--- src/rtl/bbio_consts.svh ---
// Purpose: Constants for the bit-bang parallel IO port.
// Assumes: One channel per instance, clocked by mclk_in at 40 MHz.
// Notes:   Offsets do not exist; every control bit is a plain port.
`ifndef BBIO_CONSTS_SVH
`define BBIO_CONSTS_SVH

`define BBIO_CODE_DEFAULT 8'h00
`define BBIO_CODE_ASYNC   8'h01
`define BBIO_CODE_SYNC    8'h04
`define BBIO_BUS_W        8
`define BBIO_FIFO_DEPTH   8
`define BBIO_DIR_RESET    8'h00
`define BBIO_OUT_RESET    8'h00
`define BBIO_DIV_RESET    16'h0027
`define BBIO_DIV_W        16

`endif

--- src/rtl/bbio_pkg.sv ---
// Purpose: Types shared by the bit-bang parallel IO port.
// Assumes: Constants come from bbio_consts.svh.
// Notes:   Only types live here.
`include "bbio_consts.svh"

package bbio_pkg;

  typedef enum logic [1:0] {
    BBIO_MAIN_UART,
    BBIO_MAIN_FIFO,
    BBIO_MAIN_CPUFIFO,
    BBIO_MAIN_FASTSER
  } bbio_main_type;

  typedef enum logic [1:0] {
    BBIO_MODE_OFF,
    BBIO_MODE_ASYNC,
    BBIO_MODE_SYNC
  } bbio_mode_type;

  typedef struct packed {
    logic [`BBIO_BUS_W-1:0] data;
    logic [`BBIO_BUS_W-1:0] oe;
  } bbio_pins_type;

  typedef struct packed {
    logic wr_n;
    logic rd_n;
  } bbio_strobe_type;

endpackage : bbio_pkg

--- src/rtl/bbio_port.sv ---
// Purpose: Bit-bang parallel IO port with async and sync modes.
// Assumes: Host bytes arrive as a valid/ready stream on the same clock.
// Notes:   Samples return through an eight word FIFO that the host drains.
`timescale 1ns/100ps
`default_nettype none
`include "bbio_consts.svh"

// ****************************************
// Sample FIFO
// ****************************************
module bbio_fifo #(
  parameter int WIDTH = `BBIO_BUS_W,
  parameter int DEPTH = `BBIO_FIFO_DEPTH
) (
  // Clock and reset
  input  wire logic             mclk_in,
  input  wire logic             rst_n_in,
  // Fill side
  input  wire logic             in_valid_in,
  output logic                  in_ready_out,
  input  wire logic [WIDTH-1:0] in_data_in,
  // Drain side
  output logic                  out_valid_out,
  input  wire logic             out_ready_in,
  output logic      [WIDTH-1:0] out_data_out
);
  localparam int AW = $clog2(DEPTH);

  logic [WIDTH-1:0] mem_reg [DEPTH];
  logic [AW-1:0]    wr_ptr_reg;
  logic [AW-1:0]    rd_ptr_reg;
  logic [AW:0]      count_reg;
  logic [AW:0]      count_next;
  logic             push;
  logic             pop;

  assign in_ready_out  = (count_reg != (AW+1)'(DEPTH));
  assign out_valid_out = (count_reg != '0);
  assign out_data_out  = mem_reg[rd_ptr_reg];
  assign push          = in_valid_in & in_ready_out;
  assign pop           = out_valid_out & out_ready_in;
  assign count_next    = count_reg + (AW+1)'(push) - (AW+1)'(pop);

  always_ff @(posedge mclk_in or negedge rst_n_in) begin
    if (!rst_n_in) begin
      wr_ptr_reg <= '0;
      rd_ptr_reg <= '0;
      count_reg  <= '0;
    end else begin
      wr_ptr_reg <= push ? AW'(wr_ptr_reg + 1'b1) : wr_ptr_reg;
      rd_ptr_reg <= pop ? AW'(rd_ptr_reg + 1'b1) : rd_ptr_reg;
      count_reg  <= count_next;
    end
  end

  always_ff @(posedge mclk_in) begin
    if (push) begin
      mem_reg[wr_ptr_reg] <= in_data_in;
    end
  end
endmodule : bbio_fifo

// ****************************************
// Bit-bang port top
// ****************************************
module bbio_port (
  // Clock and reset
  input  wire logic                   mclk_in,
  input  wire logic                   rst_n_in,
  // Configuration
  input  wire bbio_pkg::bbio_main_type main_mode_in,
  input  wire logic                   channel_is_b_in,
  input  wire logic [`BBIO_BUS_W-1:0] dir_mask_in,
  input  wire logic [`BBIO_DIV_W-1:0] baud_div_in,
  // Mode command
  input  wire logic                   mode_cmd_valid_in,
  input  wire logic [7:0]             mode_cmd_in,
  // Host byte stream
  input  wire logic                   tx_valid_in,
  output logic                        tx_ready_out,
  input  wire logic [`BBIO_BUS_W-1:0] tx_data_in,
  // Returned samples
  output logic                        rx_valid_out,
  input  wire logic                   rx_ready_in,
  output logic      [`BBIO_BUS_W-1:0] rx_data_out,
  // Bus pins
  input  wire logic [`BBIO_BUS_W-1:0] bus_in,
  output bbio_pkg::bbio_pins_type     bus_out,
  // Strobe pins and current mode
  output bbio_pkg::bbio_strobe_type   strobe_pri_out,
  output bbio_pkg::bbio_strobe_type   strobe_alt_out,
  output bbio_pkg::bbio_mode_type     mode_out
);

  typedef enum logic [2:0] {
    ST_IDLE,
    ST_SAMPLE,
    ST_RD_OFF,
    ST_UPDATE,
    ST_SETUP,
    ST_WR_ON,
    ST_WR_OFF
  } bbio_state_type;

  bbio_pkg::bbio_mode_type   mode_reg;
  bbio_pkg::bbio_mode_type   mode_next;
  bbio_state_type            state_reg;
  bbio_state_type            state_next;
  bbio_pkg::bbio_strobe_type strobe_reg;
  bbio_pkg::bbio_strobe_type strobe_next;
  logic [`BBIO_BUS_W-1:0]    out_reg;
  logic [`BBIO_BUS_W-1:0]    out_next;
  logic [`BBIO_BUS_W-1:0]    hold_reg;
  logic                      pend_reg;
  logic                      pend_next;
  logic                      ready_reg;
  logic [`BBIO_DIV_W-1:0]    baud_cnt_reg;
  logic [`BBIO_BUS_W-1:0]    sync1_reg;
  logic [`BBIO_BUS_W-1:0]    sync2_reg;
  logic [`BBIO_BUS_W-1:0]    sync3_reg;
  logic [`BBIO_BUS_W-1:0]    pins_reg;
  logic                      tx_take;
  logic                      baud_tick;
  logic                      bb_refused;
  logic                      cmd_ok;
  logic                      fifo_room;
  logic                      sample_push;
  logic                      start;

  // ****************************************
  // Pin input filter and baud tick
  // ****************************************
  // A pin change is believed once the second and third stages agree.
  always_ff @(posedge mclk_in or negedge rst_n_in) begin
    if (!rst_n_in) begin
      sync1_reg <= '0;
      sync2_reg <= '0;
      sync3_reg <= '0;
      pins_reg  <= '0;
    end else begin
      sync1_reg <= bus_in;
      sync2_reg <= sync1_reg;
      sync3_reg <= sync2_reg;
      pins_reg  <= (sync2_reg == sync3_reg) ? sync3_reg : pins_reg;
    end
  end

  assign baud_tick = (baud_cnt_reg >= baud_div_in);

  always_ff @(posedge mclk_in or negedge rst_n_in) begin
    if (!rst_n_in) begin
      baud_cnt_reg <= '0;
    end else begin
      baud_cnt_reg <= baud_tick ? '0 : `BBIO_DIV_W'(baud_cnt_reg + 1'b1);
    end
  end

  // ****************************************
  // Mode selection
  // ****************************************
  assign bb_refused = channel_is_b_in &&
                      (main_mode_in == bbio_pkg::BBIO_MAIN_FASTSER);
  assign cmd_ok     = mode_cmd_valid_in && (state_reg == ST_IDLE);

  always_comb begin
    mode_next = mode_reg;
    if (bb_refused) begin
      mode_next = bbio_pkg::BBIO_MODE_OFF;
    end else if (cmd_ok) begin
      unique case (mode_cmd_in)
        `BBIO_CODE_DEFAULT: mode_next = bbio_pkg::BBIO_MODE_OFF;
        `BBIO_CODE_ASYNC:   mode_next = bbio_pkg::BBIO_MODE_ASYNC;
        `BBIO_CODE_SYNC:    mode_next = bbio_pkg::BBIO_MODE_SYNC;
        default:            mode_next = mode_reg;
      endcase
    end
  end

  // ****************************************
  // Transfer sequencer
  // ****************************************
  // One byte is held at a time; the sequencer releases it once it is copied to the pins, before the write strobe.
  assign tx_take     = tx_valid_in && ready_reg;
  assign start       = pend_reg && (state_reg == ST_IDLE) &&
                       (mode_reg == mode_next);
  assign sample_push = (state_reg == ST_SAMPLE);

  always_comb begin
    state_next  = state_reg;
    out_next    = out_reg;
    pend_next   = pend_reg | tx_take;
    strobe_next = strobe_reg;
    unique case (state_reg)
      ST_IDLE: begin
        strobe_next.wr_n = 1'b1;
        strobe_next.rd_n = (mode_reg != bbio_pkg::BBIO_MODE_SYNC);
        if (start && mode_reg == bbio_pkg::BBIO_MODE_ASYNC && baud_tick) begin
          out_next   = hold_reg;
          pend_next  = 1'b0;
          state_next = ST_SETUP;
        end else if (start && mode_reg == bbio_pkg::BBIO_MODE_SYNC && fifo_room) begin
          state_next = ST_SAMPLE;
        end
      end
      ST_SAMPLE: begin
        state_next = ST_RD_OFF;
      end
      ST_RD_OFF: begin
        strobe_next.rd_n = 1'b1;
        state_next       = ST_UPDATE;
      end
      ST_UPDATE: begin
        strobe_next.rd_n = 1'b0;
        out_next         = hold_reg;
        pend_next        = 1'b0;
        state_next       = ST_SETUP;
      end
      ST_SETUP: begin
        state_next = ST_WR_ON;
      end
      ST_WR_ON: begin
        strobe_next.wr_n = 1'b0;
        state_next       = ST_WR_OFF;
      end
      ST_WR_OFF: begin
        strobe_next.wr_n = 1'b1;
        state_next       = ST_IDLE;
      end
    endcase
    if (mode_reg == bbio_pkg::BBIO_MODE_OFF) begin
      pend_next = 1'b0;
    end
  end

  always_ff @(posedge mclk_in or negedge rst_n_in) begin
    if (!rst_n_in) begin
      mode_reg   <= bbio_pkg::BBIO_MODE_OFF;
      state_reg  <= ST_IDLE;
      out_reg    <= `BBIO_OUT_RESET;
      hold_reg   <= `BBIO_OUT_RESET;
      pend_reg   <= 1'b0;
      ready_reg  <= 1'b0;
      strobe_reg <= '{wr_n: 1'b1, rd_n: 1'b1};
    end else begin
      mode_reg   <= mode_next;
      state_reg  <= state_next;
      out_reg    <= out_next;
      hold_reg   <= tx_take ? tx_data_in : hold_reg;
      pend_reg   <= pend_next;
      ready_reg  <= !pend_next && (mode_next != bbio_pkg::BBIO_MODE_OFF);
      strobe_reg <= strobe_next;
    end
  end

  // ****************************************
  // Sample buffer
  // ****************************************
  // Returned samples stall the sequencer when the host stops draining them.
  bbio_fifo #(
    .WIDTH (`BBIO_BUS_W),
    .DEPTH (`BBIO_FIFO_DEPTH)
  ) u_fifo (
    .mclk_in       (mclk_in),
    .rst_n_in      (rst_n_in),
    .in_valid_in   (sample_push),
    .in_ready_out  (fifo_room),
    .in_data_in    (pins_reg),
    .out_valid_out (rx_valid_out),
    .out_ready_in  (rx_ready_in),
    .out_data_out  (rx_data_out)
  );

  // ****************************************
  // Outputs
  // ****************************************
  assign tx_ready_out = ready_reg;
  assign mode_out     = mode_reg;
  assign bus_out.data = out_reg;
  assign bus_out.oe   = (mode_reg == bbio_pkg::BBIO_MODE_OFF) ? '0 : dir_mask_in;
  assign strobe_pri_out = (main_mode_in != bbio_pkg::BBIO_MAIN_UART) ?
                          strobe_reg : bbio_pkg::bbio_strobe_type'(2'h3);
  assign strobe_alt_out = (main_mode_in == bbio_pkg::BBIO_MAIN_UART) ?
                          strobe_reg : bbio_pkg::bbio_strobe_type'(2'h3);

endmodule : bbio_port
`default_nettype wire

--- config.mk ---
export PLATFORM = sky130hd
export DESIGN_NAME = bbio_port
export DESIGN_NICKNAME = d
export VERILOG_FILES = /design/src/rtl/bbio_pkg.sv /design/src/rtl/bbio_port.sv
export VERILOG_INCLUDE_DIRS = /design/src /design/src/rtl
export SDC_FILE = /design/constraint.sdc
export NUM_CORES = 1
export LEC_CHECK = 0
export BUFFER_PORTS_ARGS = -buffer_cell sky130_fd_sc_hd__buf_2
export CAP_MARGIN = 10
export CORE_MARGIN = 3
export CORE_UTILIZATION = 45
export DETAILED_ROUTE_END_ITERATION = 16
export PLACE_DENSITY_LB_ADDON = 0.3
export SLEW_MARGIN = 25
export SYNTH_ARGS = -nofsm -noshare
export SYNTH_HDL_FRONTEND = slang
export SYNTH_SLANG_ARGS = --single-unit
--- constraint.sdc ---
create_clock -name mclk_in -period 7.05 [get_ports mclk_in]
set_input_delay 0.3525 -clock mclk_in [delete_from_list [all_inputs] [get_ports mclk_in]]
set_output_delay 0.3525 -clock mclk_in [all_outputs]
set_load 0.02 [all_outputs]
# Word level (Yosys, flattened, before mapping)
# Memories as Yosys holds them, arrays and structs flattened.
# Index checks and enable logic that the tools add are counted.
# classes
n_lt_le_gt_ge	1
n_reduce_logical	23
eq_ne	17
n_bitwise	3
mux	19
n_addsub	5
# ops
cell	count
$pmux W3 S7	1
$add A16 B1 Y16 const B	1
$ge A16 B16 Y1	1
$mux W16	1
$mux W8	2
$pmux W8 S2	1
$logic_and A1 B1 Y1	10
$eq A3 B3 Y1 const B	3
$eq A8 B1 Y1 const B	1
$eq A8 B3 Y1 const B	1
$eq A8 B8 Y1	1
$logic_not A8 Y1	1
$mux W2	4
$reduce_bool A2 Y1	4
$add A3 B1 Y3 const B	2
$eq A3 B2 Y1 const B	2
$mux W3	2
$pmux W2 S3	1
$add A4 B1 Y4	1
$eq A2 B2 Y1 const B	2
$logic_not A2 Y1	2
$mux W1	4
$ne A4 B4 Y1 const B	1
$pmux W1 S2	2
other kinds (16)	17
# totals
ram_bits	64
reg_bits	83
elab_cells	85
out_inout_bits	32
mem_count	1
# memory_table
name	words	width	read_ports	rd_ports_with_merged_regs	write_ports	line	rtl
u_fifo.mem_reg	8	8	1	0	1	bbio_port.sv:29	logic [WIDTH-1:0] mem_reg [DEPTH];

# Longest topological paths before layout
# Gate-level depths: netlist (run 1).
# depth
word_depth	13
ltp_mapped	11
mapped_depth_nobuf	11

# By module
# Synthesis (run 1) repeated with hierarchy kept, for this count alone.
# unflattened
cells_unflattened	423
area_unflattened_um2	6333.6
# modules_own_cells
module	instances	area_each_um2	cells_per_inst
bbio_port	1	3276.9	276
bbio_fifo	1	3056.7	147

# Worst setup path before layout (run 1)
# OpenSTA, ideal clock, no wires.
# synth_path
kind	reg-to-reg
from	register state_reg[0]
to	memory u_fifo.mem_reg[1][0] (netlist bit) (enable)
arrival_ps	1993
stages_incl_launch_ff	6
n_path_buf	1
slack_ps	4673
setup_ps	383
cell_sequence	dfrtp_1 > clkbuf_1 > nand2_1 > a211oi_1 > nand2_1 > nor3_1
# synth_via
elab_chain_cells	4
# synth_lines
item	line	rtl
start, declared	bbio_port.sv:107	bbio_state_type state_reg;
start signal, assigned	bbio_port.sv:246	state_reg <= state_next;
$eq A3 B1 Y1	bbio_port.sv:186	assign sample_push = (state_reg == ST_SAMPLE);
$and A1 B1 Y1	bbio_port.sv:40	assign push = in_valid_in & in_ready_out;
via u_fifo.push	bbio_port.sv:34	logic push;
$mux W1	bbio_port.sv:57	if (push) begin
$mux W1 (not written as such)	bbio_port.sv:58	mem_reg[wr_ptr_reg] <= in_data_in;
end, declared	bbio_port.sv:29	
# The timed path passes the listed nets, and every way through them passes these cells.

# Worst setup path after layout (run 1)
# layout_path
from	register state_reg[1]
to	memory u_fifo.mem_reg[7][2] (netlist bit) (enable)
# The elaborated chain is that of the path after synthesis.

==> impl_metrics.json, run 1 <==
{
  "run_status": "complete, but fails checks",
  "failed_checks": "negative hold slack",
  "worst_skew_pair.late_latency_ns": 0.41,
  "cts-root-to-sink-buffers": 2,
  "synth.yosys.seq_area_share": 0.640,
  "slew_headroom": 0.431,
  "max_h_tree_level": 4,
  "synthSimpleGateAreaFrac": 0.0853,
  "via_count": 3614,
  "fin_crit_sh": 0.379,
  "fmax_mhz": 374,
  "max_cap_violations": 0,
  "clock_buffers_created_by_tritoncts": 17,
  "synthesis.instances": 426,
  "synth_mux_area_frac": 0.123,
  "cell_area_power_density_nw_per_um2": 370,
  "timing.hold.ws_ns": -0.0301,
  "timing.critical_path.from_type": "register",
  "first_global_vias": 3861,
  "slowest_delay_ns": 0.70,
  "die_x_um": 124,
  "avgSynthCellArea_um2": 14.7,
  "overflow": 0,
  "drcViolationCount": 0,
  "setup_slack_reg_to_reg_ns": 4.38,
  "core.rowCount": 42,
  "setup_tns_ns": 0,
  "cts.repair.resized": 0,
  "final_layout_size_suffix_gt1_frac": 0.318,
  "layout.cells.most_common": "buf_2",
  "critical_path.reg2reg.startpoint": "state_reg[1]$_DFFE_PN0P_",
  "largest_register_ffs": 64,
  "drt_first_pass_iters": 6,
  "antenna_violating_nets_post_route": 0,
  "required_worst_endpoint_ns": 7.09,
  "wl_per_cell_um": 16.4,
  "drt-total-wl_mm": 11.7,
  "grt_first_pass_wirelength_mm": 19.6,
  "port_buffer_cells": 87,
  "min_period_ns": 2.67,
  "synth_flop_cell": "dfrtp_1",
  "maxSlewViolCount": 0,
  "report.final.hold_viol_count": 8,
  "hold_path.class": "primary input to asynchronous set/reset pin",
  "num-nets-final": 604,
  "dp_cells": 679,
  "synth_cell_type_count": 45,
  "flow.area_growth_from_synthesis_pct": 18.7,
  "clkTransAtPathRegs_ns": 0.06,
  "groute.usage.overall": 0.171,
  "clock_skew_ns": 0.00627,
  "critPathArrivalTime_ns": 2.71,
  "holdBufCountCts": 0,
  "maximum_number_of_pins_on_one_net_before_global_route_repair": 84,
  "layout_common_cells": "buf_2 (86), dfrtp_1 (80), edfxtp_1 (64)",
  "worst_case_reg_to_reg_path_depth": 5,
  "antenna_found_initial": 0,
  "yosys.area_share.xor_xnor": 0.0378,
  "core_region_area_um2": 13400,
  "synth_async_sr_flop_share": 0.565,
  "ctsRootBufferMaster": "clkbuf_16",
  "rsz0062_at_grt": "false",
  "cp_max_fo": 8,
  "synth_warnings": 0,
  "worstSetupEndpointType": "register",
  "gpl.final_weighted_congestion": 0.740,
  "die_height_um": 124,
  "finalNonFillerCells": 711,
  "synth_enable_flop_cells": 64,
  "critical-path-top-cell-by-count": "nand2_1",
  "drt_iter0_drc": 306,
  "slowest_stage": "a211oi_1",
  "post_synth_fa_ha_maj_area_fraction": 0.0532,
  "max-vdd-ir-drop_uv": 186,
  "worst-slew-pin-transition_ns": 0.853,
  "post-dp-hpwl_mm": 8.09,
  "ys_ff_latch": 147,
  "pwr_total_mw": 2.75,
  "initial_util": 0.467,
  "synth_fp_nets": 508,
  "r2r_path_end": "u_fifo.mem_reg[7][2]$_DFFE_PP_",
  "detail_route.vias_per_cell": 5.08,
  "largest_family_of_logic_cells_by_synthesized_area": "multiplexers",
  "insertedDiodeCount": 0,
  "ioPinCount": 88,
  "final_setup_violating_endpoints": 0,
  "design.die.area_um2": 15300,
  "ordered_cell_list_for_the_critical_path": "inv_1, nand2_1, a211oi_1, nand2_1, nor2_1",
  "synth_compound_area_frac": 0.0356,
  "tritoncts": "done",
  "post-cts-setup-buffer-count": 0,
  "cellLeakagePower_nw": 3.24,
  "synth.cell_area_um2": 6250,
  "critical_path_class": "register to register",
  "tritoncts_num_sinks": 147
}
==> how the worst max path moves through the flow <==
| stage | start | end | slack [ns] | depth (start not counted) |
|---|---|---|---|---|
| after floorplan | state_reg[0]$_DFFE_PN0P_ | u_fifo.mem_reg[1][0]$_DFFE_PP_ | 4.67 | 5 |
| final | state_reg[1]$_DFFE_PN0P_ | u_fifo.mem_reg[7][2]$_DFFE_PP_ | 4.38 | 5 |
| after global routing | state_reg[1]$_DFFE_PN0P_ | u_fifo.mem_reg[7][4]$_DFFE_PP_ | 4.11 | 5 |
| after CTS | state_reg[1]$_DFFE_PN0P_ | u_fifo.mem_reg[0][6]$_DFFE_PP_ | 4.12 | 5 |
| after global placement | state_reg[1]$_DFFE_PN0P_ | u_fifo.mem_reg[1][3]$_DFFE_PP_ | 4.31 | 5 |
| after detailed placement | state_reg[1]$_DFFE_PN0P_ | u_fifo.mem_reg[0][1]$_DFFE_PP_ | 4.10 | 5 |
==> worst max-delay path: cells and delay by family (launching register included) <==
| family | cells | cell delay (ns) |
|---|---|---|
| flip-flops | 1 | 0.42 |
| AND/OR/NAND/NOR | 3 | 1.01 |
| AO/OA/AOI/OAI | 1 | 0.70 |
| buffers and inverters | 1 | 0.15 |
==> cell type report <==
type | count | area (um2)
Sequential cell | 147 | 4000
Timing Repair Buffer | 87 | 442
Multi-Input combinational cell | 240 | 2100
Inverter | 29 | 109
Clock inverter | 5 | 51.3
Clock buffer | 27 | 493
Fill cell | 1115 | 5980
Tap cell | 176 | 220
==> cell families after synthesis <==
logic type / Yosys count
buf+inv: 39
xor+xnor: 27
flops: 147
simple gates: 104
compound gates: 33
fa+ha+maj: 26
mux: 50
==> Yosys cell counts, types with 2 or more instances <==
| library cell | count | share of area |
|---|---|---|
| dfrtp_1 | 81 | 0.32 |
| edfxtp_1 | 64 | 0.31 |
| nor2_1 | 33 | 0.020 |
| inv_1 | 29 | 0.017 |
| mux2_2 | 27 | 0.049 |
| ha_1 | 25 | 0.050 |
| xor2_1 | 20 | 0.028 |
| nand2_1 | 19 | 0.011 |
| mux4_2 | 16 | 0.058 |
| nor2b_1 | 10 | 0.010 |
| a21oi_1 | 9 | 0.0072 |
| mux2_4 | 7 | 0.017 |
| nand2b_1 | 7 | 0.0070 |
| nand4_1 | 7 | 0.0070 |
| xnor2_1 | 7 | 0.0098 |
| nand3_1 | 6 | 0.0048 |
| nor3_1 | 6 | 0.0048 |
| clkbuf_1 | 5 | 0.0030 |
| o21ai_0 | 5 | 0.0040 |
| and3_1 | 4 | 0.0040 |
| or3_1 | 4 | 0.0040 |
| nor4_1 | 3 | 0.0030 |
| a211oi_1 | 2 | 0.0024 |
| a21o_1 | 2 | 0.0024 |
| a31oi_1 | 2 | 0.0020 |
| and4_1 | 2 | 0.0028 |
| buf_1 | 2 | 0.0012 |
| buf_2 | 2 | 0.0016 |
| dfstp_2 | 2 | 0.0084 |
| o21bai_1 | 2 | 0.0024 |
| o31ai_1 | 2 | 0.0024 |
==> power breakdown <==
part           switching, mW  internal (mW)  leakage, nW
combinational          0.327          0.353         1.35
clock                  0.318          0.511        0.261
sequential             0.179           1.06         1.63
==> metrics by stage <==
step	utilization	hold WS, ns	setup WS, ns	cell area (um2)
3_3_place_gp	0.512	0.336	4.31	6860
4_1_cts	0.553	0.0250	4.12	7410
3_5_place_dp	0.512	0.335	4.10	6860
5_1_grt	0.554	0.0309	4.11	7420
6_report	0.554	-0.0301	4.38	7420
2_1_floorplan	-	0.0569	4.67	6250
==> metal layers <==
metal | part of all wire | vias up | track usage | wire length, um
li1 | - | 1731 | - | -
met1 | 0.42 | 1809 | 0.218 | 4950
met2 | 0.52 | 64 | 0.283 | 6100
met3 | 0.042 | 10 | 0.0450 | 495
met4 | 0.010 | 0 | 0.0616 | 120
met5 | 0 | - | 0 | 0
Note: power is estimated with default switching activity, not from simulation.
==> run 2: changes to the inputs <==
==> constraint.sdc (replaced) <==
create_clock -name mclk_in -period 2.2 [get_ports mclk_in]
set_input_delay 0.11 -clock mclk_in [delete_from_list [all_inputs] [get_ports mclk_in]]
set_output_delay 0.11 -clock mclk_in [all_outputs]
set_load 0.02 [all_outputs]
==> run 2 against run 1 <==
The run now ends clean. Power rose to 3.4 times the previous value. Clock power rose to 3.7 times the previous value. Worst setup slack worse by 4.4 ns. Die area unchanged. Sequential power rose to 3.1 times the previous value. Register-to-register slack worse by 4.4 ns. Clock-buffer cell count down 4. Highest routed layer unchanged.
==> impl_metrics.json, run 2 (synthesis results as in run 1) <==
{
  "min_delay_worst_endpoint": "u_fifo.rd_ptr_reg[0]$_DFFE_PN0P_",
  "critical_path.reg2reg.startpoint": "baud_cnt_reg[1]$_DFF_PN0_",
  "finalNonFillerCells": 760,
  "ordered_cell_list_for_the_critical_path": "ha_1, o211ai_1, a21oi_1, o41a_1, o31ai_2, o21ai_2, buf_12, mux2_4",
  "max_h_tree_level": 4,
  "cts-root-to-sink-buffers": 2,
  "placement.cell_area_um2": 7120,
  "p_sw_mw": 2.71,
  "groute.usage.overall": 0.174,
  "clkTransAtPathRegs_ns": 0.06,
  "worstSetupEndpointType": "register",
  "first_global_vias": 4105,
  "initial_util": 0.467,
  "num-nets-final": 653,
  "detail_route.vias_per_cell": 4.95,
  "flow.area_growth_from_synthesis_pct": 27.7,
  "overflow": 0,
  "critical_path_class": "register to register",
  "grt_first_pass_wirelength_mm": 20.0,
  "slowest_stage": "o41a_1",
  "core.rowCount": 42,
  "maximum_number_of_pins_on_one_net_before_global_route_repair": 49,
  "worst_case_reg_to_reg_path_depth": 8,
  "layout.cells.most_common": "buf_2",
  "core_region_area_um2": 13400,
  "dp_cells": 707,
  "clock_buffers_created_by_tritoncts": 17,
  "port_buffer_cells": 87,
  "die_height_um": 124,
  "report.final.hold_viol_count": 0,
  "tritoncts_num_sinks": 147,
  "antenna_violating_nets_post_route": 0,
  "hold_path.class": "primary input to register",
  "via_count": 3765,
  "gpl.final_weighted_congestion": 0.845,
  "r2r_path_end": "out_reg[5]$_DFFE_PN0P_",
  "drcViolationCount": 0,
  "tritoncts": "done",
  "wl_per_cell_um": 15.7,
  "timing.hold.ws_ns": 0.00156,
  "worst_path_dominant_cell_family": "compound AO/OA/AOI/OAI gates",
  "seq_power_share": 0.404,
  "slowest_delay_ns": 0.41,
  "final_instance_area_um2": 7990,
  "critPathArrivalTime_ns": 2.49,
  "insertedDiodeCount": 0,
  "clkPwrFrac": 0.321,
  "ctsRootBufferMaster": "clkbuf_16",
  "final_layout_size_suffix_gt1_frac": 0.354,
  "rsz0062_at_grt": "true",
  "die_x_um": 124,
  "layout_common_cells": "buf_2 (86), dfrtp_1 (80), edfxtp_1 (64)",
  "hold_depth": 3,
  "critical_path_buf_inv_count": 1,
  "setup_slack_reg_to_reg_ns": 0.002,
  "min_period_ns": 2.20,
  "final_setup_violating_endpoints": 0,
  "maxSlewViolCount": 0,
  "pwr_total_mw": 9.45,
  "max_cap_violations": 0,
  "cp_max_fo": 10,
  "required_worst_endpoint_ns": 2.49,
  "cellLeakagePower_nw": 3.53,
  "hold_path_startpoint": "rx_ready_in",
  "largest_register_ffs": 64,
  "clock_skew_ns": 0.00496,
  "fin_crit_sh": 0.999,
  "power_report.internal_total_mw": 6.74,
  "drt_iter0_drc": 172,
  "ioPinCount": 88,
  "cell_area_power_density_nw_per_um2": 1180,
  "setup_tns_ns": 0,
  "antenna_found_initial": 0,
  "run_status": "finished, final reports clean",
  "max-vdd-ir-drop_uv": 544,
  "design.die.area_um2": 15300,
  "timing.critical_path.from_type": "register",
  "slew_headroom": 0.564,
  "drt_first_pass_iters": 4,
  "fmax_mhz": 455,
  "worst_skew_pair.late_latency_ns": 0.41,
  "drt-total-wl_mm": 11.9,
  "worst-slew-pin-transition_ns": 0.651,
  "post-dp-hpwl_mm": 8.16,
  "power_frac_comb": 0.275,
  "power_switching_share": 0.287
}
## run 2: changes by cell type in the layout (fill, tap and decap cells not counted), moves of 2 or more
cell and delta:
clkbuf_16 +2, dlygate4sd3_1 +20, buf_4 +27, buf_12 +3
bufinv_16 +2, clkbuf_1 -6
## run 2: repair_timing
action,CTS,global route
setup buffers,1,0
pin swaps,1,0
gates cloned,0,0
setup endpoints to repair,16,12
hold buffers,20,0
hold endpoints to repair,50,0
gates resized for setup,2,3
## run 2: how the worst max path moves through the flow
stage / startpoint / endpoint / slack (ns) / depth (start not counted)
floorplan: state_reg[0]$_DFFE_PN0P_ / u_fifo.mem_reg[3][0]$_DFFE_PP_ / 0.03 / 5
global placement: baud_cnt_reg[1]$_DFF_PN0_ / out_reg[3]$_DFFE_PN0P_ / -0.04 / 8
detailed placement: baud_cnt_reg[1]$_DFF_PN0_ / out_reg[1]$_DFFE_PN0P_ / -0.05 / 8
CTS: baud_cnt_reg[1]$_DFF_PN0_ / out_reg[5]$_DFFE_PN0P_ / -0.007 / 8
global route: baud_cnt_reg[1]$_DFF_PN0_ / tx_ready_out$_DFF_PN0_ / -0.10 / 8
finish: baud_cnt_reg[1]$_DFF_PN0_ / out_reg[5]$_DFFE_PN0P_ / 0.002 / 8
## run 2: metal layers
metal	track usage	wire, um	up-vias
li1	-	-	1832
met4	0.0720	202	0
met2	0.291	6210	53
met5	0	0	-
met3	0.0441	321	19
met1	0.215	5180	1861
## run 2: final cells by class
| class | instances | area (um2) |
|---|---|---|
| flip-flops and latches | 147 | 4000 |
| repair buffers | 136 | 893 |
| clock buffers | 23 | 520 |
| well taps | 176 | 220 |
| fillers | 1052 | 5410 |
| clock inverters | 9 | 121 |
| multi-input cells | 240 | 2120 |
| inverters | 29 | 109 |
## run 2: worst min-delay path: cells and delay by family
family | cells | cell delay, ns
AND/OR/NAND/NOR | 1 | 0.08
XOR/XNOR | 1 | 0.07
buffers and inverters | 1 | 0.10
## run 2: power groups by stage
| stage | registers, mW | logic (mW) | clock network (mW) |
|---|---|---|---|
| floorplan | 3.75 | 1.77 | 0 |
| global placement | 3.82 | 2.50 | 0 |
| detailed placement | 3.85 | 2.58 | 0 |
| CTS | 3.81 | 2.64 | 3.10 |
| global route | 3.88 | 2.89 | 3.22 |
| finish | 3.82 | 2.60 | 3.03 |
## run 2: through the flow
step / util / setup slack, ns
2_1_floorplan: - / 0.0296
3_3_place_gp: 0.531 / -0.0404
3_5_place_dp: 0.531 / -0.0532
4_1_cts: 0.595 / -0.00708
5_1_grt: 0.596 / -0.101
6_report: 0.596 / 0.00196
==> run 3: changes to the inputs <==
--- a/config.mk
+++ b/config.mk
@@ -15,4 +15,5 @@
 export SLEW_MARGIN = 25
 export SYNTH_ARGS = -nofsm -noshare
 export SYNTH_HDL_FRONTEND = slang
+export SYNTH_HIERARCHICAL = 1
 export SYNTH_SLANG_ARGS = --single-unit
==> run 3 against run 2 <==
The run now ends with negative setup slack left. Non-clock buffer count is 11 higher. Die area is 1.2% higher. Wire length hardly changed. Final area is 2.1% higher. Synthesized cell count is 0.70% lower. Critical path type unchanged. Core utilization is 0.80 points higher. First-iteration DRC count is 4.7% higher. Critical path depth stayed put.
==> impl_metrics.json, run 3 <==
{
  "synth_async_sr_flop_share": 0.565,
  "drt_first_pass_iters": 4,
  "clock_skew_ns": 0.00678,
  "power_switching_share": 0.298,
  "post-synth-top-area-cell": "dfrtp_1",
  "initial_util": 0.469,
  "setup_tns_ns": -0.925,
  "drt_iter0_drc": 180,
  "max_h_tree_level": 4,
  "failed_checks": "negative setup slack",
  "drt-total-wl_mm": 11.9,
  "run_status": "complete, but fails checks",
  "seq_power_share": 0.399,
  "cell_area_power_density_nw_per_um2": 1150,
  "ys_ff_latch": 147,
  "min_period_ns": 2.31,
  "placement.cell_area_um2": 7180,
  "flow.area_growth_from_synthesis_pct": 28.8,
  "timing.critical_path.from_type": "register",
  "worst-slew-pin-transition_ns": 0.565,
  "yosys.area.top_type_share": 0.320,
  "p_sw_mw": 2.81,
  "core_region_area_um2": 13500,
  "synthesis.instances": 423,
  "synth_enable_flop_cells": 64,
  "final_instance_area_um2": 8160,
  "slew_headroom": 0.622,
  "tritoncts_num_sinks": 147,
  "maxSlewViolCount": 0,
  "finalNonFillerCells": 767,
  "finalWorstSetupSlack_ns": -0.109,
  "max-vdd-ir-drop_uv": 640,
  "die_x_um": 125,
  "report.final.hold_viol_count": 0,
  "avgSynthCellArea_um2": 15.0,
  "hold_path.class": "primary input to register",
  "worst_skew_pair.late_latency_ns": 0.41,
  "critPathArrivalTime_ns": 2.60,
  "largest_register_ffs": 64,
  "cts-root-to-sink-buffers": 2,
  "maximum_number_of_pins_on_one_net_before_global_route_repair": 47,
  "ioPinCount": 88,
  "insertedDiodeCount": 0,
  "synth_cell_type_count": 47,
  "power_frac_comb": 0.303,
  "fin_crit_sh": 1.05,
  "fmax_mhz": 433,
  "synth.cell_area_um2": 6330,
  "layout_common_cells": "buf_2 (86), dfrtp_1 (80), edfxtp_1 (64)",
  "overflow": 0,
  "synth_fp_nets": 505,
  "max_cap_violations": 0,
  "first_global_vias": 4144,
  "gpl.final_weighted_congestion": 0.770,
  "rsz0062_at_grt": "true",
  "power_report.internal_total_mw": 6.60,
  "dp_cells": 705,
  "die_height_um": 125,
  "clkTransAtPathRegs_ns": 0.06,
  "core.rowCount": 42,
  "wl_per_cell_um": 15.5,
  "synthMostInstantiatedCell": "dfrtp_1",
  "design.die.area_um2": 15500,
  "tritoncts": "done",
  "port_buffer_cells": 87,
  "cellLeakagePower_nw": 3.60,
  "synth.yosys.seq_area_share": 0.632,
  "layout.cells.most_common": "buf_2",
  "required_worst_endpoint_ns": 2.49,
  "via_count": 3877,
  "grt_first_pass_wirelength_mm": 20.2,
  "final_setup_violating_endpoints": 10,
  "post-dp-hpwl_mm": 8.03,
  "drcViolationCount": 0,
  "synth_warnings": 6,
  "pwr_total_mw": 9.40,
  "synth.top_cells.by_area": "dfrtp_1 (32%), edfxtp_1 (30%), mux4_1 (6.6%)",
  "clkPwrFrac": 0.299,
  "antenna_violating_nets_post_route": 0,
  "synth_flop_cell": "dfrtp_1",
  "final_layout_size_suffix_gt1_frac": 0.372,
  "antenna_found_initial": 0,
  "cp_max_fo": 3,
  "groute.usage.overall": 0.163,
  "clock_buffers_created_by_tritoncts": 17,
  "num-nets-final": 660,
  "detail_route.vias_per_cell": 5.05,
  "synth_commonest_cells": "dfrtp_1 (81), edfxtp_1 (64), nor2_1 (33)",
  "critical_path_class": "register to register",
  "ctsRootBufferMaster": "clkbuf_16",
  "worstSetupEndpointType": "register"
}
## run 3: cell types whose count changed in the layout (fill, tap and decap cells not counted), sizes merged, moves of 3 or more
cell / before / now
clkbuf: 23 / 19
inv: 29 / 34
buf: 116 / 127
nand4: 7 / 4
nand3: 6 / 11
xor2: 20 / 14
nand2: 19 / 13
nor3: 6 / 9
xnor2: 7 / 14
## run 3: area by class of cell
class	count	area, um2
Fill cell	1006	5350
Sequential cell	147	4000
Multi-Input combinational cell	236	2230
Timing Repair Buffer	147	1010
Clock buffer	18	429
Tap cell	176	220
Clock inverter	14	153
Inverter	29	109
## run 3: timing repair
item / CTS / global route
setup endpoints to repair: 15 / 43
pin swaps: 6 / 2
endpoints found under the hold margin: 53 / 0
buffers inserted: 9 / 1
hold buffers: 19 / 0
gates resized for setup: 9 / 13
cloned: 0 / 1
## run 3: cell families (layout without fill, tap and decap cells)
kind of cell | after synthesis | count (layout) | share of synthesized area
flops | 147 | 147 | 0.632
simple gates | 100 | 100 | 0.0804
mux | 51 | 51 | 0.133
buf+inv | 40 | 208 | 0.0292
compound gates | 31 | 31 | 0.0346
xor+xnor | 28 | 28 | 0.0387
fa+ha+maj | 26 | 26 | 0.0525
## run 3: stage by stage
stage / util / setup WS (ns) / hold WS [ns]
after global routing: 0.604 / -0.214 / 0.0234
after global placement: 0.531 / -0.102 / 0.119
after detailed placement: 0.531 / -0.132 / 0.128
after CTS: 0.598 / -0.0957 / 0.00541
after floorplan: - / -0.00427 / -0.186
final: 0.604 / -0.109 / 0.0206
## run 3: worst paths after layout
check	startpoint	to	slack, ns	cells past startpoint
max	baud_cnt_reg[3]$_DFF_PN0_	tx_ready_out$_DFF_PN0_	-0.11	8
min	mode_cmd_in[2]	mode_out[1]$_DFF_PN0_	0.02	2
max reg2reg	baud_cnt_reg[3]$_DFF_PN0_	tx_ready_out$_DFF_PN0_	-0.11	8
min reg2reg	sync1_reg[4]$_DFF_PN0_	sync2_reg[4]$_DFF_PN0_	0.35	0
max in group asynchronous	rst_n_in	sync3_reg[3]$_DFF_PN0_	1.34	3
min in group asynchronous	rst_n_in	mode_out[0]$_DFF_PN0_	0.22	2
## run 3: routing by layer
metal	GRT usage	routed length (um)	vias to the layer above
li1	-	-	1860
met1	0.206	5180	1922
met2	0.273	6050	80
met3	0.0373	478	15
met4	0.0677	216	0
met5	0	0	-
## run 3: power groups by stage
stage	sequential (mW)	clock, mW	combinational (mW)
finish	3.75	2.81	2.85
global route	3.81	3.00	3.14
CTS	3.73	2.87	2.75
detailed placement	3.77	0	2.56
global placement	3.74	0	2.47
floorplan	3.73	0	1.76
## run 3: worst max-delay path, cell delays in order, from the launching register on
cell	delay, ns
dfrtp_1	0.41
ha_4	0.25
a22o_1	0.20
o41a_1	0.39
o31ai_2	0.25
o21ai_2	0.12
buf_12	0.14
buf_6	0.11
o32a_1	0.31
